--- src/rtl/sbdp_pkg.sv ---
// package for the serial baud and data path: register indices, field
// positions, reset values and oversampling constants.
// assumes a 32-bit classic wishbone slave with word-aligned registers.
package sbdp_pkg;

   // ****************************************************************
   // register indices (byte address is four times the index)
   // ****************************************************************
   localparam logic [7:0] SBDP_IDX_STATUS = 8'hF0;
   localparam logic [7:0] SBDP_IDX_DATA   = 8'hF1;
   localparam logic [7:0] SBDP_IDX_BAUD   = 8'hF2;
   localparam logic [7:0] SBDP_IDX_RXFINE = 8'hF5;
   localparam logic [7:0] SBDP_IDX_TXFINE = 8'hF6;
   localparam int         SBDP_ADR_W      = 10;

   // ****************************************************************
   // baud_select fields
   // ****************************************************************
   localparam int SBDP_FSEL_HI = 7;
   localparam int SBDP_FSEL_LO = 6;
   localparam int SBDP_TXC_HI  = 5;
   localparam int SBDP_TXC_LO  = 3;
   localparam int SBDP_RXC_HI  = 2;
   localparam int SBDP_RXC_LO  = 0;

   // first stage divide factors for codes 00, 01, 10, 11
   localparam logic [3:0] SBDP_FDIV_0 = 4'h1;
   localparam logic [3:0] SBDP_FDIV_1 = 4'h3;
   localparam logic [3:0] SBDP_FDIV_2 = 4'h4;
   localparam logic [3:0] SBDP_FDIV_3 = 4'hD;

   // ****************************************************************
   // status fields
   // ****************************************************************
   localparam int SBDP_ST_RXFULL  = 0;
   localparam int SBDP_ST_TXEMPTY = 1;
   localparam int SBDP_ST_FRAME   = 2;
   localparam int SBDP_ST_OVERRUN = 3;
   localparam int SBDP_ST_TXBUSY  = 4;

   // ****************************************************************
   // reset values and counts
   // ****************************************************************
   localparam logic [1:0] SBDP_FSEL_RST = 2'h0;
   localparam logic [7:0] SBDP_FINE_RST = 8'h00;
   localparam logic [3:0] SBDP_OVS_LAST = 4'hF;
   localparam logic [3:0] SBDP_OVS_MID  = 4'h7;
   localparam logic [3:0] SBDP_TX_LAST  = 4'h9;
   localparam logic [2:0] SBDP_RX_LAST  = 3'h7;
   localparam int         SBDP_RATE_W   = 20;

   typedef enum logic {SBDP_TX_IDLE, SBDP_TX_SHIFT} sbdp_tx_state_t;
   typedef enum logic [1:0] {
      SBDP_RX_IDLE, SBDP_RX_START, SBDP_RX_DATA, SBDP_RX_STOP
   } sbdp_rx_state_t;

endpackage

--- src/rtl/sbdp_baud_data.sv ---
// serial baud generator and data path: holding buffers, shifters, rate chain.
// assumes a classic wishbone master on clk_i and an 8N1 remote transceiver.
`timescale 1ns/1ps

// ********************************************************************
// rate generator: one oversampling tick per full division
// ********************************************************************
module sbdp_rate_gen
   import sbdp_pkg::*;
(
   input  wire logic       clk_i,
   input  wire logic       rst_i,
   input  wire logic       run_i,
   input  wire logic [1:0] fsel_i,
   input  wire logic [2:0] code_i,
   input  wire logic [7:0] fine_i,
   output logic            tick_o
);
   logic [3:0]             fdiv;
   logic [7:0]             fine_eff;
   logic [12:0]            base;
   logic [SBDP_RATE_W-1:0] limit;
   logic [SBDP_RATE_W-1:0] cnt_r;
   always_comb begin
      case (fsel_i)
         2'h0:    fdiv = SBDP_FDIV_0;
         2'h1:    fdiv = SBDP_FDIV_1;
         2'h2:    fdiv = SBDP_FDIV_2;
         default: fdiv = SBDP_FDIV_3;
      endcase
      // zero selects bypass, so the product never collapses to zero
      fine_eff = (fine_i == 8'h00) ? 8'h01 : fine_i;
      base     = 13'(fdiv) * 13'(fine_eff);
      limit    = SBDP_RATE_W'(base) << code_i;
   end
   always_ff @(posedge clk_i) begin
      if (rst_i || !run_i) begin
         cnt_r  <= '0;
         tick_o <= 1'b0;
      end else if (cnt_r >= limit - SBDP_RATE_W'(1)) begin
         cnt_r  <= '0;
         tick_o <= 1'b1;
      end else begin
         cnt_r  <= cnt_r + SBDP_RATE_W'(1);
         tick_o <= 1'b0;
      end
   end
endmodule // sbdp_rate_gen

// ********************************************************************
// top
// ********************************************************************
module sbdp_baud_data
   import sbdp_pkg::*;
(
   input  wire logic                          clk_i,
   input  wire logic                          rst_i,
   input  wire logic                          wb_cyc_i,
   input  wire logic                          wb_stb_i,
   input  wire logic                          wb_we_i,
   input  wire logic [sbdp_pkg::SBDP_ADR_W-1:0] wb_adr_i,
   input  wire logic [3:0]                    wb_sel_i,
   input  wire logic [31:0]                   wb_dat_i,
   output logic      [31:0]                   wb_dat_o,
   output logic                               wb_ack_o,
   input  wire logic                          rxd_i,
   output logic                               txd_o
);
   import sbdp_pkg::*;
   logic           acc;
   logic           wr;
   logic           rd;
   logic [7:0]     idx;
   logic [1:0]     first_stage_select_r;
   logic [2:0]     tx_divisor_code_r;
   logic [2:0]     rx_divisor_code_r;
   logic           codes_set_r;
   logic [7:0]     tx_fine_divider_r;
   logic [7:0]     rx_fine_divider_r;
   logic [7:0]     tx_holding_buffer_r;
   logic [7:0]     rx_holding_buffer_r;
   logic           tx_full_r;
   logic           rx_full_r;
   logic           overrun_r;
   logic           frame_err_r;
   logic           status_seen_r;
   logic           tx_tick;
   logic           rx_tick;
   sbdp_tx_state_t tx_state_r;
   logic [3:0]     tx_sub_r;
   logic [3:0]     tx_bits_r;
   logic [8:0]     tx_shift_r;
   logic           tx_load;
   sbdp_rx_state_t rx_state_r;
   logic [3:0]     rx_sub_r;
   logic [2:0]     rx_bits_r;
   logic [7:0]     rx_shift_r;
   logic           rx_meta_r;
   logic           rx_sync_r;
   logic           rx_load;
   logic [7:0]     status;
   logic [7:0]     rd_val;
   // ****************************************************************
   // wishbone decode: ack one cycle after the strobe is seen
   // ****************************************************************
   assign acc = wb_cyc_i && wb_stb_i && !wb_ack_o;
   assign wr  = acc && wb_we_i && wb_sel_i[0];
   assign rd  = acc && !wb_we_i;
   assign idx = wb_adr_i[SBDP_ADR_W-1:2];
   always_ff @(posedge clk_i) begin
      if (rst_i) begin
         wb_ack_o <= 1'b0;
      end else begin
         wb_ack_o <= acc;
      end
   end
   assign status = {3'h0, (tx_state_r == SBDP_TX_SHIFT), overrun_r, frame_err_r,
                    !tx_full_r, rx_full_r};
   always_comb begin
      case (idx)
         SBDP_IDX_STATUS: rd_val = status;
         SBDP_IDX_DATA:   rd_val = rx_holding_buffer_r;
         SBDP_IDX_BAUD:   rd_val = {first_stage_select_r, tx_divisor_code_r, rx_divisor_code_r};
         SBDP_IDX_RXFINE: rd_val = rx_fine_divider_r;
         SBDP_IDX_TXFINE: rd_val = tx_fine_divider_r;
         default:         rd_val = 8'h00;
      endcase
   end
   always_ff @(posedge clk_i) begin
      if (rst_i) begin
         wb_dat_o <= 32'h0000_0000;
      end else if (rd) begin
         wb_dat_o <= {24'h00_0000, rd_val};
      end
   end
   // ****************************************************************
   // rate registers
   // ****************************************************************
   always_ff @(posedge clk_i) begin
      if (rst_i) begin
         first_stage_select_r <= SBDP_FSEL_RST;
         codes_set_r          <= 1'b0;
      end else if (wr && idx == SBDP_IDX_BAUD) begin
         first_stage_select_r <= wb_dat_i[SBDP_FSEL_HI:SBDP_FSEL_LO];
         codes_set_r          <= 1'b1;   // rate chain waits for real codes
      end
   end
   // divisor codes carry no reset value
   always_ff @(posedge clk_i) begin
      if (wr && idx == SBDP_IDX_BAUD) begin
         tx_divisor_code_r <= wb_dat_i[SBDP_TXC_HI:SBDP_TXC_LO];
         rx_divisor_code_r <= wb_dat_i[SBDP_RXC_HI:SBDP_RXC_LO];
      end
   end
   always_ff @(posedge clk_i) begin
      if (rst_i) begin
         rx_fine_divider_r <= SBDP_FINE_RST;
         tx_fine_divider_r <= SBDP_FINE_RST;
      end else if (wr && idx == SBDP_IDX_RXFINE) begin
         rx_fine_divider_r <= wb_dat_i[7:0];
      end else if (wr && idx == SBDP_IDX_TXFINE) begin
         tx_fine_divider_r <= wb_dat_i[7:0];
      end
   end
   // ****************************************************************
   // independent rate chains
   // ****************************************************************
   sbdp_rate_gen u_tx_rate (
      .clk_i  (clk_i),
      .rst_i  (rst_i),
      .run_i  (codes_set_r),
      .fsel_i (first_stage_select_r),
      .code_i (tx_divisor_code_r),
      .fine_i (tx_fine_divider_r),
      .tick_o (tx_tick)
   );
   sbdp_rate_gen u_rx_rate (
      .clk_i  (clk_i),
      .rst_i  (rst_i),
      .run_i  (codes_set_r),
      .fsel_i (first_stage_select_r),
      .code_i (rx_divisor_code_r),
      .fine_i (rx_fine_divider_r),
      .tick_o (rx_tick)
   );
   // ****************************************************************
   // transmit holding buffer and shifter
   // ****************************************************************
   // no reset: content is undefined until software writes it
   always_ff @(posedge clk_i) begin
      if (wr && idx == SBDP_IDX_DATA) begin
         tx_holding_buffer_r <= wb_dat_i[7:0];
      end
   end
   assign tx_load = (tx_state_r == SBDP_TX_IDLE) && tx_full_r && tx_tick;
   // a write in the load cycle wins, so the new character is kept
   always_ff @(posedge clk_i) begin
      if (rst_i) begin
         tx_full_r <= 1'b0;
      end else if (wr && idx == SBDP_IDX_DATA) begin
         tx_full_r <= 1'b1;
      end else if (tx_load) begin
         tx_full_r <= 1'b0;
      end
   end
   always_ff @(posedge clk_i) begin
      if (rst_i) begin
         tx_state_r <= SBDP_TX_IDLE;
         tx_sub_r   <= 4'h0;
         tx_bits_r  <= 4'h0;
         tx_shift_r <= 9'h1FF;
         txd_o      <= 1'b1;
      end else begin
         case (tx_state_r)
            SBDP_TX_IDLE: begin
               txd_o <= 1'b1;
               if (tx_load) begin
                  tx_shift_r <= {1'b1, tx_holding_buffer_r};
                  txd_o      <= 1'b0;
                  tx_sub_r   <= 4'h0;
                  tx_bits_r  <= 4'h0;
                  tx_state_r <= SBDP_TX_SHIFT;
               end
            end
            SBDP_TX_SHIFT: begin
               if (tx_tick) begin
                  tx_sub_r <= tx_sub_r + 4'h1;
                  if (tx_sub_r == SBDP_OVS_LAST) begin
                     if (tx_bits_r == SBDP_TX_LAST) begin
                        tx_state_r <= SBDP_TX_IDLE;
                     end else begin
                        txd_o      <= tx_shift_r[0];
                        tx_shift_r <= {1'b1, tx_shift_r[8:1]};
                        tx_bits_r  <= tx_bits_r + 4'h1;
                     end
                  end
               end
            end
            default: tx_state_r <= SBDP_TX_IDLE;
         endcase
      end
   end

   // ****************************************************************
   // receive line synchroniser and shifter
   // ****************************************************************
   always_ff @(posedge clk_i) begin
      if (rst_i) begin
         rx_meta_r <= 1'b1;
         rx_sync_r <= 1'b1;
      end else begin
         rx_meta_r <= rxd_i;
         rx_sync_r <= rx_meta_r;
      end
   end
   assign rx_load = (rx_state_r == SBDP_RX_STOP) && rx_tick && (rx_sub_r == SBDP_OVS_LAST);
   // start is checked at mid bit, data and stop one full bit later each
   always_ff @(posedge clk_i) begin
      if (rst_i) begin
         rx_state_r <= SBDP_RX_IDLE;
         rx_sub_r   <= 4'h0;
         rx_bits_r  <= 3'h0;
         rx_shift_r <= 8'h00;
      end else begin
         case (rx_state_r)
            SBDP_RX_IDLE: begin
               rx_sub_r <= 4'h0;
               if (rx_tick && !rx_sync_r) begin
                  rx_state_r <= SBDP_RX_START;
               end
            end
            SBDP_RX_START: begin
               if (rx_tick) begin
                  rx_sub_r <= rx_sub_r + 4'h1;
                  if (rx_sub_r == SBDP_OVS_MID) begin
                     rx_sub_r   <= 4'h0;
                     rx_bits_r  <= 3'h0;
                     rx_state_r <= rx_sync_r ? SBDP_RX_IDLE : SBDP_RX_DATA;
                  end
               end
            end
            SBDP_RX_DATA: begin
               if (rx_tick) begin
                  rx_sub_r <= rx_sub_r + 4'h1;
                  if (rx_sub_r == SBDP_OVS_LAST) begin
                     rx_shift_r <= {rx_sync_r, rx_shift_r[7:1]};
                     rx_bits_r  <= rx_bits_r + 3'h1;
                     if (rx_bits_r == SBDP_RX_LAST) begin
                        rx_state_r <= SBDP_RX_STOP;
                     end
                  end
               end
            end
            SBDP_RX_STOP: begin
               if (rx_tick) begin
                  rx_sub_r <= rx_sub_r + 4'h1;
                  if (rx_sub_r == SBDP_OVS_LAST) begin
                     rx_state_r <= SBDP_RX_IDLE;
                  end
               end
            end
            default: rx_state_r <= SBDP_RX_IDLE;
         endcase
      end
   end

   // overrun keeps the buffered word; only the shifter is lost
   always_ff @(posedge clk_i) begin
      if (rx_load && !rx_full_r) begin
         rx_holding_buffer_r <= rx_shift_r;
      end
   end
   // ****************************************************************
   // receive flags; a set in the clearing cycle wins
   // ****************************************************************
   always_ff @(posedge clk_i) begin
      if (rst_i) begin
         rx_full_r     <= 1'b0;
         overrun_r     <= 1'b0;
         frame_err_r   <= 1'b0;
         status_seen_r <= 1'b0;
      end else begin
         if (acc && idx == SBDP_IDX_STATUS) begin
            status_seen_r <= 1'b1;
         end
         if (rd && idx == SBDP_IDX_DATA) begin
            rx_full_r <= 1'b0;
            if (status_seen_r) begin
               overrun_r     <= 1'b0;
               frame_err_r   <= 1'b0;
               status_seen_r <= 1'b0;
            end
         end
         if (rx_load) begin
            if (rx_full_r) begin
               overrun_r <= 1'b1;
            end else begin
               rx_full_r   <= 1'b1;
               if (!rx_sync_r) begin
                  frame_err_r <= 1'b1;
               end
            end
         end
      end
   end

endmodule // sbdp_baud_data

--- config.mk ---
export PLATFORM = sky130hd
export DESIGN_NAME = sbdp_baud_data
export DESIGN_NICKNAME = d
export VERILOG_FILES = /design/src/rtl/sbdp_pkg.sv /design/src/rtl/sbdp_baud_data.sv
export SDC_FILE = /design/constraint.sdc
export NUM_CORES = 1
export LEC_CHECK = 0
export BUFFER_PORTS_ARGS = -buffer_cell sky130_fd_sc_hd__buf_2
export CORE_MARGIN = 2
export CORE_UTILIZATION = 38
export CTS_CLUSTER_SIZE = 8
export DETAILED_ROUTE_END_ITERATION = 10
export GPL_TIMING_DRIVEN = 0
export PLACE_DENSITY_LB_ADDON = 0.2
export RECOVER_POWER = 100
export SYNTH_ARGS = -nofsm -noshare
export SYNTH_HDL_FRONTEND = slang
export SYNTH_SLANG_ARGS = --single-unit
--- constraint.sdc ---
create_clock -name clk_i -period 8.7 [get_ports clk_i]
set_clock_uncertainty 0.15 [all_clocks]
set_input_delay 0 -clock clk_i [delete_from_list [all_inputs] [get_ports clk_i]]
set_output_delay 0 -clock clk_i [all_outputs]
set_load 0.03 [all_outputs]
# == Yosys cells after proc, flatten, opt, wreduce, memory -nomap -nowiden ==
# Index checks and enable logic that the tools add are counted.
# word_totals
out_inout_bits,34
register_bits,135
latch_bits,0
wordCells,179
in_bits,52
ram_bits,0
mem_count,0
mem_bits_ro,0
# classes
shift,2
mux,64
n_reduce_logical,41
n_addsub,8
mul,2
bitwise_logic,2
n_lt_le_gt_ge,2
n_eq_ne,28
n_div,0
# ops
op,count
"20-bit by 1-bit adder with 20-bit output, second input constant",2
"8-bit == test, second input constant",5
20-bit greater-or-equal comparator,2
8-bit one-hot mux with 5 select lines,1
12-bit by 3-bit left shift with 20-bit output,2
"20-bit by 1-bit subtractor with 20-bit output, second input constant",2
9-bit 2-to-1 mux,4
4-bit 2-to-1 mux,8
1-bit 2-to-1 mux,27
4-bit by 8-bit multiplier with 12-bit output,2
4-bit one-hot mux with 3 select lines,2
2-bit 2-to-1 mux,9
9-bit one-hot mux with 2 select lines,1
1-bit logical AND,17
8-bit logical NOT,2
8-bit 2-to-1 mux,2
4-bit one-hot mux with 2 select lines,2
"2-bit by 1-bit != test with 1-bit output, second input constant",7
"4-bit by 1-bit adder with 4-bit output, second input constant",3
"4-bit == test, second input constant",3
3-bit 2-to-1 mux,4
"2-bit != test, second input constant",6
2-bit one-hot mux with 4 select lines,1
8-bit AND reduction,1
other kinds (17),34

# == Depth between registers and ports, before layout ==
# logic_depth
word_depth,8
ltp_mapped,29
mapped_depth_nobuf,27

# == Modules after synthesis ==
# A second synthesis with hierarchy kept.
# hier_totals
cells_unflattened,1324
hier_area_um2,11320.9
# by_module_without_submodules
mod,seq_area_each_um2,n_inst,cells_per_inst,area_each_um2
sbdp_baud_data,2062.0,1,405,4097.7
sbdp_rate_gen (u_rx_rate),420.4,1,467,3656.0
sbdp_rate_gen (u_tx_rate),420.4,1,452,3567.2

# == Worst setup path before layout ==
# No wires, ideal clock.
# synth_path
path_type,register to register
startpoint,register first_stage_select_r[0]
endpoint,register u_rx_rate.cnt_r[10]
path_stages_with_launch,29
synth_period_minus_slack_ps,6747
t_arrival_ps,6527
required_ps,8480
setup_ps,70
path_buffers,3
setup_slack_ps,1953
path_cell_list,dfxtp_1 clkbuf_1 nor2b_1 clkbuf_1 nand2_1 fa_1 inv_1 fa_1 inv_1 fa_1 inv_1 mux4_2 nand2_1 o221ai_1 a211oi_1 o211ai_1 nor3_2 nand2_1 xnor2_1 ha_1 a21o_1 a21o_1 a21oi_1 nor2_1 a211oi_1 and3_1 o211ai_1 clkbuf_1 a21oi_1
# synth_between
elab_chain_cells,7
elab_cells_between_ends,9
cone_classes,add/sub: 1; mul: 1; order compare: 1; eq/ne: 2; shift: 1; mux: 1; reduce/logical: 2
# synth_rtl
element,line_no,source
from (decl),sbdp_baud_data.sv:74,logic [1:0] first_stage_select_r;
from (signal assigned),sbdp_baud_data.sv:144,first_stage_select_r <= wb_dat_i[SBDP_FSEL_HI:SBDP_FSEL_LO];
2-bit == test (tied with other cells),sbdp_baud_data.sv:25,case (fsel_i)
4-bit one-hot mux with 3 select lines (*),sbdp_baud_data.sv:25,
4-bit by 8-bit multiplier with 12-bit output (*),sbdp_baud_data.sv:33,base = 13'(fdiv) * 13'(fine_eff);
12-bit by 3-bit left shift with 20-bit output (*),sbdp_baud_data.sv:34,limit = SBDP_RATE_W'(base) << code_i;
20-bit by 1-bit subtractor with 20-bit output (*),sbdp_baud_data.sv:40,end else if (cnt_r >= limit - SBDP_RATE_W'(1)) begin
20-bit greater-or-equal comparator (*),sbdp_baud_data.sv:40,
2-bit OR reduction (no line) (*),--,
to (signal assigned),sbdp_baud_data.sv:44,cnt_r <= cnt_r + SBDP_RATE_W'(1);
to (decl),sbdp_baud_data.sv:23,logic [SBDP_RATE_W-1:0] cnt_r;
# Mark *: on every way between the ends. The rest lies on a longest branch, timed or not.
# A chain may end at the register's enable or synchronous reset.

# == Worst setup path after layout ==
# layout_path
startpoint,register first_stage_select_r[0]
endpoint,register u_rx_rate.cnt_r[11]
# Same word-level chain as after synthesis.

==> metrics list <==
- Final Max Tran Viols: 9
* Unrepaired setup endpoints after global routing: false
* Endpoint class of the critical path: register
- In the routed design, unresolved DRC markers number 0.
- Reported max-cap violation count: 1
- Total placed cells including tap cells: 1,775
- Post-synth EDFFs: 22
- Final routed wire length divided by cell count: 15.7 µm
- Total detailed-routing wirelength: 28,700 µm
- Summed over all instances, the cell type with the most area after synthesis is sky130_fd_sc_hd__dfxtp_1.
- Power density of the placed cells: 117 nW/µm²
- After technology mapping, the gate count stands at 1,337.
* Largest vdd supply drop: 156 µV
- Path category of the worst min-delay check: in -> reg
- Of the post-synthesis cell area, the dominant cell type holds 0.205.
- The core region is 28,500 µm².
* WP data arrival: 8.03 ns
- Input and output buffers added on the ports amount to 31.
- At the end of the flow, the number of nets in the layout was 1,585.
* Biggest fanout along the worst timing path: 10
- Number of buffers inserted to repair setup after CTS: 0
* Starting density of the core: 0.383
- 86 I/O pins were placed.
- The setup check on the worst reg-to-reg path leaves a slack of 0.88 ns.
- The worst register-to-register path begins at first_stage_select_r[0].
- Maximum root-to-sink buffer count: 2
- After synthesis, the share of flip-flops with an asynchronous set or reset is 0.
- #FFs+latches synth: 134
- The first detailed-routing pass took 6 iterations.
- Once detailed placement completed, the half-perimeter wirelength came to 21,800 µm.
- Area growth from synthesis to final layout: 13.6%
- Counting cells, the worst reg-to-reg path comes to 28.
* Netlist Area Pre-Place: 10,900 µm²
* Last weighted congestion value of the routability-driven placer: 0.859
- Dividing the synthesized area by the synthesized cell count gives 8.18 µm².
* Top area cells in the synthesized netlist: sky130_fd_sc_hd__dfxtp_1 20%, sky130_fd_sc_hd__ha_1 9.4%, sky130_fd_sc_hd__edfxtp_1 6.0%
* Outcome: finished, violations left
- Startpoint of the worst hold path: wb_cyc_i
* Violated checks: max-capacitance violations, max-slew violations
* Count of final hold-check violations: 0
- The H-tree generated during clock tree synthesis spans 4 levels.
- Transition at the pin with the smallest max-transition slack: 1.99 ns
- Sink of the worst hold path: rx_full_r
* Kind of critical path: reg -> reg
- Top FF cell, synth: sky130_fd_sc_hd__dfxtp_1
- Counting the buffers created by CTS gives 17.
- Fill cell instance count of the final layout: 2,940
* Final critical path time including I/O delays and setup: 7.82 ns
- Horizontal die dimension: 174 µm
- Across all layers, the routed design uses 9,844 vias.
* Clock tree from TritonCTS: yes
* Register clock-pin slew on the reported worst setup and hold paths: 0.07 ns
- Largest net degree at the start of global routing: 17
- Overall die area: 30,200 µm²
- Count of placed standard cells in the final layout, fillers left out: 1,824
* Tightest slew margin relative to the limit: -0.337
* Standard cell with the maximum stage delay on the critical path: sky130_fd_sc_hd__fa_1
- Final critical-path share of the clock period: 0.899
* # rows: 62
- GR Util All Layers: 0.194
- Setup violations remaining at the end of the flow were counted as 0.
- For this run, the register share of the synthesized area comes to 0.265.
- Leaving out fill and tap cells, the most frequent cell in the layout is sky130_fd_sc_hd__nor2_1.
- The first global-routing pass estimated 48,000 µm of wire.
* Worst skew pair latency: 0.43 ns
- Antenna violations before repair: 0
- Diode count: 0
- In this run the static leakage power is 5.14 nW.
- Slowest stage delay, CP: 0.66 ns
- In this run the critical register-to-register path is captured at u_rx_rate.cnt_r[11].
* Hold Path Stages: 6
- Number of antenna-violating nets in the routed design: 0
- At the worst endpoint, the required time is 8.91 ns.
- Remaining global-route overflow: 0
- Top library cells by usage in the layout, fill and taps aside: 125 x sky130_fd_sc_hd__nor2_1, 112 x sky130_fd_sc_hd__dfxtp_1, 110 x sky130_fd_sc_hd__nand2_1
- Dividing the detail-routed via count by the number of cells gives 5.40.
* Y dimension of the die: 174 µm
- The worst setup path is launched from a register.
* Vias in the first global route: 9,534
- The tree is rooted in a sky130_fd_sc_hd__clkbuf_16.
* Number of distinct standard cells referenced by the synthesized netlist: 85
- Layout cells sized above 1: 0.0819
* 1st-iter DRT viols: 638
- Ys Warns: 0
- Final-layout setup total negative slack: 0 ns
- Timing startpoint of the critical path: first_stage_select_r[0]
* Maximum operating frequency: 128 MHz
- Overall Power: 1.45 mW
* Total number of clock tree sinks: 134
## sequential cells by signal, summed over array words and instances, names as in the netlist, 2 cells and up, named ones only
name and flops:
rx_sub_r 4, first_stage_select_r 2, rx_fine_divider_r 8, tx_bits_r 4
tx_shift_r 8, rx_bits_r 3, rx_shift_r 8, rx_divisor_code_r 3
u_tx_rate.cnt_r 20, u_rx_rate.cnt_r 20, wb_dat_o 8, tx_fine_divider_r 8
tx_divisor_code_r 3, rx_holding_buffer_r 8, tx_holding_buffer_r 8, tx_sub_r 4
## report_power, final
group,internal (mW),switching [mW]
logic,0.0198,0.0372
clock network,0.442,0.321
registers,0.630,0.00117
## final cells by class
type	count	area [µm²]	area share
inverters	66	248	0.0199
clock inverters	13	146	0.0118
well taps	384	480	0.0387
plain buffers	85	422	0.0339
clock buffers	19	475	0.0383
repair buffers	48	302	0.0243
multi-input cells	1075	7450	0.600
flip-flops and latches	134	2900	0.234
## stage by stage
step	cell area, µm²	utilization	hold slack [ns]	worst slack, ns
floorplan	11000	-	-0.0511	1.95
global placement	11700	0.408	0.0376	0.538
CTS	12500	0.436	0.0323	0.455
detailed placement	11700	0.408	0.0418	0.475
finish	12400	0.435	0.0372	0.877
global route	12400	0.435	0.0821	0.0920
## worst max-delay path by stage
stage,to,slack (ns),cells past startpoint
4_1_cts,u_rx_rate.cnt_r[12],0.46,28
3_3_place_gp,u_rx_rate.cnt_r[11],0.54,28
2_1_floorplan,u_rx_rate.cnt_r[10],1.95,28
3_5_place_dp,u_rx_rate.cnt_r[15],0.47,28
6_report,u_rx_rate.cnt_r[11],0.88,28
5_1_grt,u_rx_rate.cnt_r[17],0.09,28
## cells by family (layout without fill, tap and decap cells)
logic type	Yosys count	after routing	share of synthesized area
mux	43	43	0.0429
other cells	1	24	0.000343
xor+xnor	77	77	0.0617
buf+inv	151	231	0.0611
compound gates	306	306	0.193
flops	134	134	0.265
simple gates	519	519	0.238
fa+ha+maj	106	106	0.138
## critical path, delay by kind of cell (launching register included)
| family | cells | cell delay [ns] |
|---|---|---|
| and+or+nand+nor | 7 | 1.39 |
| xor gates and xnor gates | 1 | 0.19 |
| adders and majority gates | 4 | 1.98 |
| buffers and inverters | 6 | 1.11 |
| muxes | 1 | 0.49 |
| DFF | 1 | 0.34 |
| AOI/OAI and AO/OA | 9 | 2.10 |
## synthesized netlist by cell type (all sizes together), types with 37 or more instances
cell,count
nor2,125
a21o,38
ha,82
inv,64
dfxtp,112
clkbuf,48
nand2,110
xor2,41
o21ai,38
buf,37
nand3,66
a21oi,94
and2,44
## repair_timing
action | in CTS | in global routing
endpoints found under the setup margin | 0 | 20
hold endpoints to repair | 46 | 0
hold buffers | 17 | 0
resized for setup | 0 | 4
## routing by layer
metal | track usage | routed length [µm] | vias up
li1 | - | - | 4965
met1 | 0.256 | 13800 | 4646
met2 | 0.330 | 13400 | 205
met3 | 0.0298 | 1070 | 28
met4 | 0.0504 | 398 | 0
met5 | 0 | 0 | -
Note: power is estimated with default switching activity, not from simulation.
